<file path="src/hw/epi_map.svh">
// register map, field positions and reset values of the external pin interrupt control
// assumes inclusion by the package and the design modules by bare name
`ifndef EPI_MAP_SVH
`define EPI_MAP_SVH

`define EPI_ADDR_W        4
`define EPI_ADDR_CTRL3    4'h0
`define EPI_CTRL3_RST     8'h00
`define EPI_RDATA_IDLE    8'h00
`define EPI_PAIR_RST      2'h0
`define EPI_PRIMED_RST    3'h0
`define EPI_PRIMED_MSB    2

`define EPI_PRIO_B_BIT    7
`define EPI_PRIO_A_BIT    6
`define EPI_UNUSED_HI_BIT 5
`define EPI_EN_B_BIT      4
`define EPI_EN_A_BIT      3
`define EPI_UNUSED_LO_BIT 2
`define EPI_FLAG_B_BIT    1
`define EPI_FLAG_A_BIT    0

`define EPI_PIN_A         0
`define EPI_PIN_B         1
`define EPI_PIN_CNT       2

`endif

</file>
<file path="src/hw/epi_pkg.sv">
// types shared by the external pin interrupt control modules
// assumes epi_map.svh on the include path
`include "epi_map.svh"

package epi_pkg;
	typedef logic [7:0]             epi_byte_t;
	typedef logic [`EPI_PIN_CNT-1:0] epi_pair_t;
	typedef logic [`EPI_ADDR_W-1:0]  epi_addr_t;
endpackage

</file>
<file path="src/hw/epi_edge_if.sv">
// edge selects toward the detector and edge events back to the control logic
// assumes one core_clk domain on both sides
`timescale 1ns/1ps
`default_nettype none

interface epi_edge_if;
	import epi_pkg::*;
	epi_pair_t edgeSel;
	epi_pair_t edgeEvt;
	modport det (input edgeSel, output edgeEvt);
	modport ctl (output edgeSel, input edgeEvt);
endinterface

`default_nettype wire

</file>
<file path="src/hw/epi_ctrl.sv">
// external pin interrupt control register with priority, enable and event flags
// assumes a same-clock register master and asynchronous interrupt pins
`timescale 1ns/1ps
`default_nettype none
`include "epi_map.svh"

module epi_ctrl
	import epi_pkg::*;
(
	// clock and reset
	input  wire logic             core_clk,
	input  wire logic             resetn,
	// register port
	input  wire logic [`EPI_ADDR_W-1:0] regAddr,
	input  wire logic [7:0]       regWdata,
	input  wire logic             regWr,
	input  wire logic             regRd,
	output logic      [7:0]       regRdata,
	// external pins
	input  wire logic             extIrqPinA,
	input  wire logic             extIrqPinB,
	// edge selects held in another control register
	input  wire logic             pin1EdgeSelect,
	input  wire logic             pin2EdgeSelect,
	// interrupt requests
	output logic                  irqHigh,
	output logic                  irqLow
);

	// only one register is mapped; everything else reads zero
	function automatic logic isCtrlAddr(input epi_addr_t addr);
		isCtrlAddr = (addr == `EPI_ADDR_CTRL3);
	endfunction

	epi_edge_if edgeBus ();

	assign edgeBus.edgeSel[`EPI_PIN_A] = pin1EdgeSelect;
	assign edgeBus.edgeSel[`EPI_PIN_B] = pin2EdgeSelect;

	epi_edge_detect u_det (
		.core_clk (core_clk),
		.resetn   (resetn),
		.extPins  ({extIrqPinB, extIrqPinA}),
		.edgeBus  (edgeBus.det)
	);

	epi_pair_t prio_r;
	epi_pair_t en_r;
	epi_pair_t flag_r;
	epi_byte_t rdata_r;
	logic      irqHigh_r;
	logic      irqLow_r;
	epi_pair_t prio_nxt;
	epi_pair_t en_nxt;
	epi_pair_t flag_nxt;
	epi_byte_t rdata_nxt;
	logic      irqHigh_nxt;
	logic      irqLow_nxt;
	logic      ctrlWr;
	logic      ctrlRd;
	epi_pair_t wrFlags;
	epi_pair_t clrFlags;
	epi_pair_t pending;
	epi_byte_t readView;

	assign ctrlWr = regWr & isCtrlAddr(regAddr);
	assign ctrlRd = regRd & isCtrlAddr(regAddr);
	assign wrFlags = {regWdata[`EPI_FLAG_B_BIT], regWdata[`EPI_FLAG_A_BIT]};

	always_comb
	begin
		readView = `EPI_CTRL3_RST;
		readView[`EPI_PRIO_B_BIT] = prio_r[`EPI_PIN_B];
		readView[`EPI_PRIO_A_BIT] = prio_r[`EPI_PIN_A];
		readView[`EPI_EN_B_BIT]   = en_r[`EPI_PIN_B];
		readView[`EPI_EN_A_BIT]   = en_r[`EPI_PIN_A];
		readView[`EPI_FLAG_B_BIT] = flag_r[`EPI_PIN_B];
		readView[`EPI_FLAG_A_BIT] = flag_r[`EPI_PIN_A];
	end

	always_comb
	begin
		prio_nxt = prio_r;
		en_nxt   = en_r;
		if (ctrlWr)
		begin
			prio_nxt = {regWdata[`EPI_PRIO_B_BIT], regWdata[`EPI_PRIO_A_BIT]};
			en_nxt   = {regWdata[`EPI_EN_B_BIT], regWdata[`EPI_EN_A_BIT]};
		end
		// a written zero clears, a written one leaves the flag alone
		clrFlags = ctrlWr ? ~wrFlags : `EPI_PAIR_RST;
		// set ignores enables and wins over a clear
		flag_nxt = (flag_r & ~clrFlags) | edgeBus.edgeEvt;
		pending     = flag_nxt & en_nxt;
		irqHigh_nxt = |(pending & prio_nxt);
		irqLow_nxt  = |(pending & ~prio_nxt);
		// read data stand for one cycle only
		rdata_nxt = ctrlRd ? readView : `EPI_RDATA_IDLE;
	end

	always_ff @(posedge core_clk or negedge resetn)
	begin
		if (!resetn)
		begin
			prio_r    <= `EPI_PAIR_RST;
			en_r      <= `EPI_PAIR_RST;
			flag_r    <= `EPI_PAIR_RST;
			rdata_r   <= `EPI_RDATA_IDLE;
			irqHigh_r <= 1'b0;
			irqLow_r  <= 1'b0;
		end
		else
		begin
			prio_r    <= prio_nxt;
			en_r      <= en_nxt;
			flag_r    <= flag_nxt;
			rdata_r   <= rdata_nxt;
			irqHigh_r <= irqHigh_nxt;
			irqLow_r  <= irqLow_nxt;
		end
	end

	assign regRdata = rdata_r;
	assign irqHigh  = irqHigh_r;
	assign irqLow   = irqLow_r;
endmodule // epi_ctrl

`default_nettype wire

</file>
<file path="src/hw/epi_edge_detect.sv">
// synchronises the two external interrupt pins and flags the selected edge
// assumes asynchronous pins; events are one core_clk cycle long
`timescale 1ns/1ps
`default_nettype none
`include "epi_map.svh"

module epi_edge_detect
	import epi_pkg::*;
(
	// clock and reset
	input  wire logic core_clk,
	input  wire logic resetn,
	// raw pins
	input  wire logic [`EPI_PIN_CNT-1:0] extPins,
	// toward control logic
	epi_edge_if.det edgeBus
);

	epi_pair_t       sync1_r;
	epi_pair_t       sync2_r;
	epi_pair_t       prev_r;
	logic [`EPI_PRIMED_MSB:0] primed_r;
	epi_pair_t       sync1_nxt;
	epi_pair_t       sync2_nxt;
	epi_pair_t       prev_nxt;
	logic [`EPI_PRIMED_MSB:0] primed_nxt;

	// primed blocks a false edge from the reset value of the history flops
	always_comb
	begin
		sync1_nxt  = extPins;
		sync2_nxt  = sync1_r;
		prev_nxt   = sync2_r;
		primed_nxt = {primed_r[`EPI_PRIMED_MSB-1:0], 1'b1};
	end

	always_ff @(posedge core_clk or negedge resetn)
	begin
		if (!resetn)
		begin
			sync1_r  <= `EPI_PAIR_RST;
			sync2_r  <= `EPI_PAIR_RST;
			prev_r   <= `EPI_PAIR_RST;
			primed_r <= `EPI_PRIMED_RST;
		end
		else
		begin
			sync1_r  <= sync1_nxt;
			sync2_r  <= sync2_nxt;
			prev_r   <= prev_nxt;
			primed_r <= primed_nxt;
		end
	end

	genvar g;
	generate
		for (g = 0; g < `EPI_PIN_CNT; g++)
		begin : g_pin
			assign edgeBus.edgeEvt[g] = primed_r[`EPI_PRIMED_MSB] &
				(edgeBus.edgeSel[g] ? (sync2_r[g] & ~prev_r[g]) : (~sync2_r[g] & prev_r[g]));

		end
	endgenerate
endmodule // epi_edge_detect

`default_nettype wire

</file>
<file path="config.mk">
export PLATFORM = sky130hd
export DESIGN_NAME = epi_ctrl
export DESIGN_NICKNAME = d
export VERILOG_FILES = /design/src/hw/epi_pkg.sv /design/src/hw/epi_edge_if.sv /design/src/hw/epi_ctrl.sv /design/src/hw/epi_edge_detect.sv
export VERILOG_INCLUDE_DIRS = /design/src /design/src/hw
export SDC_FILE = /design/constraint.sdc
export NUM_CORES = 1
export LEC_CHECK = 0
export BUFFER_PORTS_ARGS = -buffer_cell sky130_fd_sc_hd__clkbuf_2
export CAP_MARGIN = 20
export CORE_ASPECT_RATIO = 1.2
export CORE_UTILIZATION = 40
export CTS_BUF_LIST = sky130_fd_sc_hd__clkbuf_8
export DETAILED_ROUTE_END_ITERATION = 7
export GPL_ROUTABILITY_DRIVEN = 0
export PLACE_DENSITY = 0.75
export SLEW_MARGIN = 15
export SYNTH_ARGS = -nofsm -noshare
export SYNTH_HDL_FRONTEND = slang
export SYNTH_HIERARCHICAL = 1
export SYNTH_SLANG_ARGS = --single-unit
</file>
<file path="constraint.sdc">
create_clock -name core_clk -period 3.5 [get_ports core_clk]
set_input_delay 0.175 -clock core_clk [delete_from_list [all_inputs] [get_ports core_clk]]
set_output_delay 0.175 -clock core_clk [all_outputs]
set_load 0.02 [all_outputs]
</file>
==> flow_summary.toml, run 1 <==
[layout]
final_layout_size_suffix_gt1_share_pct = 45.74
final_nets = 115
syn2layout_area_growth_pct = 23.25
final_cell_mix = "25 x clkbuf_2, 23 x dfrtp_1, 6 x mux2_2, 6 x and3_2, 4 x nand2_1"
final_common_cell = "clkbuf_2"
antenna_cells = 0

[global_routing]
grt.total_usage_pct = 12.88
antenna_found_initial = 0
grt_pass1_wl_um = 2159
grt_pass1_vias = 540
grt_max_degree = 24
overflow = 0

[synth]
ys_seq_area_share_pct = 64.43
yosys.area_share.simple_pct = 17.23
syn_area_per_cell_um2 = 13.74
ys_types = 18
synth_compound_area_share_pct = 7.003
yosysTopAreaCellShare_pct = 64.43
synth-xor-area-share_pct = 0
yosysTopAreaCell = "dfrtp_1"
synthAdderAreaFrac_pct = 0
syn_inst = 65
synth_seq_cells = 23
synth_top_family_by_area = "simple AND/OR/NAND/NOR gates"
yosysWarnings = 6
synth_area_um2 = 893.4
ys_top_cells_by_area = "dfrtp_1 64%, mux2_2 7.6%, and3_2 5.0%"
synth.mux.area_fraction_pct = 7.563

[clocking]
cts_tree = "built"
cts_root_buf = "clkbuf_8"
clk_latency_ps = 250
cts_buffers = 3
cts.sink_count = 23
ctsHtreeMaxLevel = 1
clock_path_buffers = 2
cts.clk_slew.worst_paths_ps = 80

[worst_setup_path]
crit_type = "flip-flop to flip-flop"
start_kind = "flip-flop"
critPathCaptureType = "flip-flop"
worst-path-max-fanout = 4
arrival_ps = 1510
worstPathRequired_ps = 3650

[power_and_ir_drop]
p_clk_share_pct = 28.5
p_leak_nw = 0.5602
seq_power_share_pct = 56.4
combPwrFrac_pct = 15.1
p_switching_uw = 135.5
swShare_pct = 24.80
p_int_uw = 411.0
ir_drop_uv = 262.4
p_per_area_nw_per_um2 = 496.4

[placed_design]
io_buffers = 25
hpwl_um = 1076

[drt]
firstDrtPassIters = 3
wl_per_cell_um = 10.89
drc = 0
vias = 574
drtIter0Drc = 1
viasPerCell = 4.629
ant_nets = 0
drt-total-wl_um = 1350

[sta]
maxSlewViolCount = 0
rsz0062_at_grt = "false"
max_freq_ghz = 0.7351
setup_violations = 0
tns_ps = 0
period_share_pct = 38.87
tightestPinTransition_ps = 543.2
finClkSkew_ps = 1.576
finalCriticalPeriod_ps = 1360
hold_violations = 0
holdWs_ps = 20.67
slew_headroom_pct = 63.79

[die]
rows = 18
dieHeight_um = 53.77
coreArea_um2 = 2072
start_util_pct = 43.12
die_x_um = 45.14
die_area_um2 = 2427
io_pins = 30

[min_path]
hold_class = "primary input to flip-flop"

[job]
cap_viol_max_count = 0

[outcome]
run_status = "finished, final reports clean"
[repair_timing]
item                                   in CTS  in global routing
endpoints found under the hold margin      23                  0
hold buffers                                1                  0
setup buffers                               0                  0
gates resized for setup                     0                  0
[path summary, 6_finish.rpt]
check / start / to / slack [ps] / depth (start not counted)
max: u_det/primed_r[2]$_DFF_PN0_ / irqHigh$_DFF_PN0_ / 2140 / 5
min: extIrqPinA / u_det/sync1_r[0]$_DFF_PN0_ / 20 / 1
max reg2reg: u_det/primed_r[2]$_DFF_PN0_ / irqHigh$_DFF_PN0_ / 2140 / 5
min reg2reg: u_det/sync1_r[0]$_DFF_PN0_ / u_det/prev_nxt[0]$_DFF_PN0_ / 350 / 0
max in group asynchronous: resetn / flag_r[0]$_DFF_PN0_ / 2710 / 2
min in group asynchronous: resetn / regRdata[0]$_DFF_PN0_ / 430 / 2
[metrics by stage]
step | instances | setup WS, ps | total power [mW] | instance area, µm² | util [%]
after floorplan | 66 | 2288 | 0.3617 | 897.1 | -
after global placement | 119 | 2161 | 0.3929 | 1045 | 50.42
after detailed placement | 119 | 2129 | 0.3965 | 1045 | 50.42
after CTS | 124 | 2114 | 0.5561 | 1101 | 53.14
after global routing | 124 | 2016 | 0.5785 | 1101 | 53.14
final | 124 | 2140 | 0.5465 | 1101 | 53.14
[state kept, by name, summed over array words and instances (netlist names)]
name and cells:
en_r 2, u_det/primed_r 3, prio_r 2, u_det/sync1_r 2, u_det/prev_nxt 2, flag_r 2
regRdata 6, u_det/prev_r 2, irqLow 1, irqHigh 1
[routing by layer]
layer  global-route usage (%)  vias up  part of all wire [%]
li1                         -      284                     -
met1                    12.53      270                    43
met2                    24.15       18                    51
met3                    3.020        2                   5.0
met4                    7.576        0                  0.81
met5                        0        -                     0
[synthesized netlist by cell type, drive strengths merged]
cell     number
dfrtp        23
and3          6
mux2          6
nand2         5
inv           3
o22ai         3
a21o          2
a21oi         2
buf           2
conb          2
nand3b        2
nand4b        2
nand4bb       2
o21ai         2
nand2b        1
nor4          1
o32ai         1
[final cells by class]
type	instances	area (µm²)
clock buffer	3	41.29
clock inverter	1	5.005
fill	194	970.9
inverter	3	11.26
multi-input combinational	38	295.3
sequential	23	575.6
tap	30	37.54
timing repair buffer	26	135.1
[power by group through the flow]
| stage | clock, mW | combinational (mW) | sequential [mW] |
|---|---|---|---|
| 6_report | 0.156 | 0.0828 | 0.308 |
| 5_1_grt | 0.174 | 0.0925 | 0.312 |
| 4_1_cts | 0.164 | 0.0841 | 0.308 |
| 3_5_place_dp | 0 | 0.0828 | 0.314 |
| 3_3_place_gp | 0 | 0.0816 | 0.311 |
| 2_1_floorplan | 0 | 0.0414 | 0.320 |
[critical path, cell delays in order (launching register included)]
cell      delay [ps]
dfrtp_1          410
nand4b_1         110
nand2_1           90
o21ai_0          250
o22ai_1          130
mux2_2           270
[kinds of logic (layout without fill, tap and decap cells)]
logic type	after synthesis	count (layout)
other cells	2	3
buf+inv	5	33
compound gates	10	10
flops	23	23
mux	6	6
simple gates	19	19
No activity file was read; power rests on OpenSTA's default activity.
==> run 2, diff against run 1 <==
Settings changed: PLACE_DENSITY 0.75 to 0.77.
Clock period 3.5 ns to 1.1 ns, I/O delays scaled along.
==> run 2 against run 1 <==
The run now ends with negative setup slack left; critical path depth stayed put; combinational power increased to 3.8 times the previous value; sequential share of layout area shrank 4.6 points; critical endpoint unchanged; largest cell class unchanged; highest routed layer unchanged.
==> flow_summary.toml, run 2 (same netlist as run 1, synthesis figures left out) <==
[placed_design]
hpwl_um = 1192
place_inst = 123
io_buffers = 25

[global_routing]
grt_pass1_wl_um = 2394
grt.total_usage_pct = 14.02
grt_max_degree = 24
antenna_found_initial = 0
grt_pass1_vias = 601
overflow = 0

[worst_setup_path]
cp_slowest_cell = "dfrtp_1"
path_delay_family = "flip-flops"
cpPeakStageDelay_ps = 410
start_kind = "flip-flop"
worstPathRequired_ps = 1250
timing.rr.start = "u_det/prev_nxt[0]$_DFF_PN0_"
worstPathCellList = "nand4b_1 -> nand2_2 -> a21oi_2 -> o22ai_1 -> mux2_2"
arrival_ps = 1410
worst-path-max-fanout = 3
crit_type = "flip-flop to flip-flop"
crit_buf_inv = 0
critPathCaptureType = "flip-flop"
worstReg2RegEnd = "irqHigh$_DFF_PN0_"
r2r_cells = 5
r2r_slack_ps = -160

[layout]
regArea_um2 = 575.6
syn2layout_area_growth_pct = 35.15
final_cell_mix = "25 x clkbuf_2, 23 x dfrtp_1, 6 x and3_2, 6 x buf_4, 5 x mux2_2"
antenna_cells = 0
final_layout_size_suffix_gt1_share_pct = 54.90
largest_reg_flops = 6
final_cell_count_no_fill = 132
final_nets = 123
nFillCells = 187
multi_input_area_um2 = 334.1
final_common_cell = "clkbuf_2"
final_util_pct = 58.27

[clocking]
clk_latency_ps = 250
cts_buffers = 3
clock_path_buffers = 2
cts_tree = "built"
cts_root_buf = "clkbuf_8"
cts.sink_count = 23
cts.clk_slew.worst_paths_ps = 80
ctsHtreeMaxLevel = 1

[sta]
finalCriticalPeriod_ps = 1264
period_share_pct = 114.9
setup_violations = 2
maxSlewViolCount = 0
max_freq_ghz = 0.7909
tightestPinTransition_ps = 554.0
slew_headroom_pct = 63.07
rsz0062_at_grt = "true"
hold_violations = 0
setup_slack_ps = -164.4
finClkSkew_ps = 0.8205

[die]
die_x_um = 45.14
die_area_um2 = 2427
start_util_pct = 43.12
dieHeight_um = 53.77
coreArea_um2 = 2072
io_pins = 30
rows = 18

[drt]
drc = 0
wl_per_cell_um = 12.25
drtIter0Drc = 4
viasPerCell = 4.818
ant_nets = 0
drt-total-wl_um = 1617
vias = 636
firstDrtPassIters = 4

[outcome]
run_status = "complete, but fails checks"
violations = "negative setup slack"

[min_path]
min_path_cells = 2
hold_end = "en_r[1]$_DFF_PN0_"
hp-start = "regWdata[4]"
hold_class = "primary input to flip-flop"

[power_and_ir_drop]
ir_drop_uv = 1122
p_per_area_nw_per_um2 = 1500
p_leak_nw = 0.6064
total_power_mw = 1.812

[job]
cap_viol_max_count = 0
run 2: changes by cell type in the layout (fill, tap and decap cells not counted), sizes merged:
| cell | before | now |
|---|---|---|
| buf | 0 | 6 |
| clkinv | 1 | 0 |
| clkinvlp | 0 | 1 |
| dlygate4sd3 | 1 | 3 |
run 2: report_power, final:
group | internal, mW | switching [mW]
registers | 0.930 | 0.0585
logic | 0.160 | 0.154
clock network | 0.255 | 0.254
total | 1.35 | 0.466
run 2: how the worst max path moves through the flow:
stage	from	slack, ps	depth (start not counted)	to
floorplan	u_det/primed_r[2]$_DFF_PN0_	-70	5	irqLow$_DFF_PN0_
global placement	u_det/primed_r[2]$_DFF_PN0_	-170	5	irqLow$_DFF_PN0_
detailed placement	u_det/primed_r[2]$_DFF_PN0_	-210	5	irqLow$_DFF_PN0_
CTS	u_det/prev_nxt[0]$_DFF_PN0_	-150	5	irqHigh$_DFF_PN0_
global route	u_det/primed_r[2]$_DFF_PN0_	-230	5	irqHigh$_DFF_PN0_
finish	u_det/prev_nxt[0]$_DFF_PN0_	-160	5	irqHigh$_DFF_PN0_
run 2: final cells by class:
type | instances | share of cell area [%]
Inverter | 3 | 0.9326
Clock inverter | 1 | 0.6218
Clock buffer | 3 | 3.420
Sequential cell | 23 | 47.67
Tap cell | 30 | 3.109
Timing Repair Buffer | 34 | 16.58
Multi-Input combinational cell | 38 | 27.67
run 2: repair_timing:
action,4_1_cts,5_1_grt
gates resized for setup,7,2
pin swaps,6,0
setup endpoints to repair,2,2
buffers inserted,1,1
endpoints found under the hold margin,25,0
hold buffers,3,0
run 2: routing by layer:
metal | global-route usage, % | share of wire, %
met1 | 13.42 | 39
met2 | 26.33 | 54
met3 | 3.691 | 4.9
met4 | 8.081 | 1.6
met5 | 0 | 0
run 2: metrics by stage:
step           hold slack (ps)  setup slack, ps  setup TNS, ps  area (µm²)
2_1_floorplan           -240.6           -67.65         -130.3       897.1
3_3_place_gp             61.33           -173.5         -318.0        1075
3_5_place_dp             70.83           -212.0         -410.6        1075
4_1_cts                  62.33           -153.4         -303.6        1189
5_1_grt                  67.67           -231.3         -444.9        1207
6_report                 64.59           -164.4         -310.4        1207
==> run 3, diff against run 2 <==
Settings changed: CELL_PAD_IN_SITES_DETAIL_PLACEMENT set to 2, CELL_PAD_IN_SITES_GLOBAL_PLACEMENT set to 2, CORE_UTILIZATION 40 to 30, PLACE_DENSITY 0.77 to 0.86.
==> run 3 against run 2 <==
The run still ends with negative setup slack left; first-iteration DRC count grew to 2.8 times the previous value; worst setup slack worse by 51 ps; final cell count up 1.5%; core utilization down 16 points; clock skew rose by 4.5 ps; sequential share of layout area grew 0.70 points; clock power decreased by 3%; sequential power increased by 1%; cell area shrank 1.5%; combinational power is 1% higher; critical path depth unchanged.
==> flow_summary.toml, run 3 (same netlist as run 1, synthesis figures left out) <==
[outcome]
run_status = "complete, but fails checks"
violations = "negative setup slack"

[sta]
period_share_pct = 119.6
tightestPinTransition_ps = 552.9
holdWs_ps = 65.92
rsz0062_at_grt = "true"
finalCriticalPeriod_ps = 1316
setup_slack_ps = -215.9
finClkSkew_ps = 5.328
max_freq_ghz = 0.7600
slew_headroom_pct = 63.14
setup_violations = 2
tns_ps = -417.4
maxSlewViolCount = 0
hold_violations = 0

[die]
die_x_um = 51.82
start_util_pct = 31.78
coreArea_um2 = 2811
io_pins = 30
dieHeight_um = 61.78
die_area_um2 = 3201
rows = 21

[clocking]
clock_path_buffers = 2
cts_buffers = 3
cts_tree = "built"
clk_latency_ps = 260
ctsHtreeMaxLevel = 1
cts.clk_slew.worst_paths_ps = 80
cts_root_buf = "clkbuf_8"
cts.sink_count = 23

[layout]
final_cell_count_no_fill = 134
nFillCells = 296
syn2layout_area_growth_pct = 33.19
antenna_cells = 0
final_cell_mix = "25 x clkbuf_2, 23 x dfrtp_1, 6 x mux2_2, 6 x and3_2"
final_layout_size_suffix_gt1_share_pct = 53.00
final_nets = 121
largest_reg_flops = 6
final_common_cell = "clkbuf_2"

[global_routing]
antenna_found_initial = 0
grt.total_usage_pct = 14.94
overflow = 0
grt_pass1_wl_um = 3263
grt_max_degree = 24
grt_pass1_vias = 682

[power_and_ir_drop]
swShare_pct = 26.48
seq_power_share_pct = 55.2
p_switching_uw = 479.3
p_leak_nw = 0.5962
combPwrFrac_pct = 17.6
p_per_area_nw_per_um2 = 1521
ir_drop_uv = 708.5
total_power_mw = 1.810
p_int_mw = 1.331
p_clk_share_pct = 27.3

[worst_setup_path]
arrival_ps = 1460
crit_type = "flip-flop to flip-flop"
worstReg2RegEnd = "irqLow$_DFF_PN0_"
cp_slowest_cell = "dfrtp_1"
r2r_cells = 5
r2r_slack_ps = -220
worstPathCellList = "nand4b_1 -> nand2_2 -> a21oi_4 -> o32ai_2 -> mux2_2"
critPathCaptureType = "flip-flop"
cpPeakStageDelay_ps = 420
worstPathRequired_ps = 1250
worst-path-max-fanout = 4
timing.rr.start = "u_det/primed_r[2]$_DFF_PN0_"
startpoint = "u_det/primed_r[2]$_DFF_PN0_"
endpoint = "irqLow$_DFF_PN0_"
start_kind = "flip-flop"

[placed_design]
pre_cts_ws_ps = -239.9
hpwl_um = 1530
place_inst = 126
io_buffers = 25

[drt]
wl_per_cell_um = 15.84
firstDrtPassIters = 2
vias = 637
drt-total-wl_um = 2122
ant_nets = 0
wl_met3_um = 57
wl_met2_um = 1162
viasPerCell = 4.754
drc = 0
met1_length_um = 884
routed.top_layer = "met4"
drtIter0Drc = 11

[min_path]
hp-start = "regWdata[4]"
min_path_cells = 2
hold_class = "primary input to flip-flop"

[job]
cap_viol_max_count = 0
run 3: cell types whose count changed in the layout (fill, tap and decap cells not counted):
cell / before / now
buf_4: 6 / 4
clkinvlp_4: 1 / 0
inv_1: 3 / 4
mux2_2: 5 / 6
mux2_4: 1 / 0
run 3: area by class of cell:
| class | count | area [µm²] | share of cell area [%] |
|---|---|---|---|
| inverters | 3 | 11.26 | 0.9464 |
| multi-input cells | 38 | 330.3 | 27.76 |
| repair buffers | 32 | 185.2 | 15.56 |
| clock buffers | 3 | 41.29 | 3.470 |
| flip-flops and latches | 23 | 575.6 | 48.37 |
| clock inverters | 1 | 3.754 | 0.3155 |
| well taps | 34 | 42.54 | 3.575 |
run 3: worst max-delay path: cells and delay by family (launching register included):
kind	cells	cell delay, ps
AO/OA/AOI/OAI	2	270
AND/OR/NAND/NOR	2	250
flip-flops	1	420
multiplexers	1	270
run 3: power groups by stage:
stage | Sequential (mW) | Combinational (mW) | Clock (mW)
global route | 1.01 | 0.346 | 0.543
finish | 0.999 | 0.318 | 0.493
floorplan | 1.02 | 0.133 | 0
global placement | 0.999 | 0.271 | 0
detailed placement | 1.00 | 0.287 | 0
CTS | 0.994 | 0.318 | 0.518
run 3: worst min path at each step:
stage	slack [ps]	endpoint
2_1_floorplan	-240	en_r[0]$_DFF_PN0_
3_3_place_gp	70	regRdata[7]$_DFF_PN0_
3_5_place_dp	80	regRdata[4]$_DFF_PN0_
4_1_cts	60	prio_r[1]$_DFF_PN0_
5_1_grt	60	en_r[1]$_DFF_PN0_
6_report	70	en_r[1]$_DFF_PN0_
run 3: stage by stage:
step / area (µm²) / util, %
floorplan: 897.1 / -
global placement: 1072 / 38.14
detailed placement: 1072 / 38.14
CTS: 1182 / 42.06
global route: 1190 / 42.32
finish: 1190 / 42.32
run 3: what timing repair did:
item,4_1_cts,5_1_grt
endpoints found under the hold margin,25,0
buffers inserted,1,0
setup endpoints to repair,2,3
pin swaps,4,0
hold buffers,3,0
gates resized for setup,7,1
run 3: routing by layer:
| metal | vias to the layer above | GRT usage [%] |
|---|---|---|
| met5 | - | 0 |
| met4 | 0 | 8.108 |
| met3 | 2 | 2.433 |
| met2 | 11 | 26.53 |
| met1 | 329 | 17.33 |
| li1 | 295 | - |
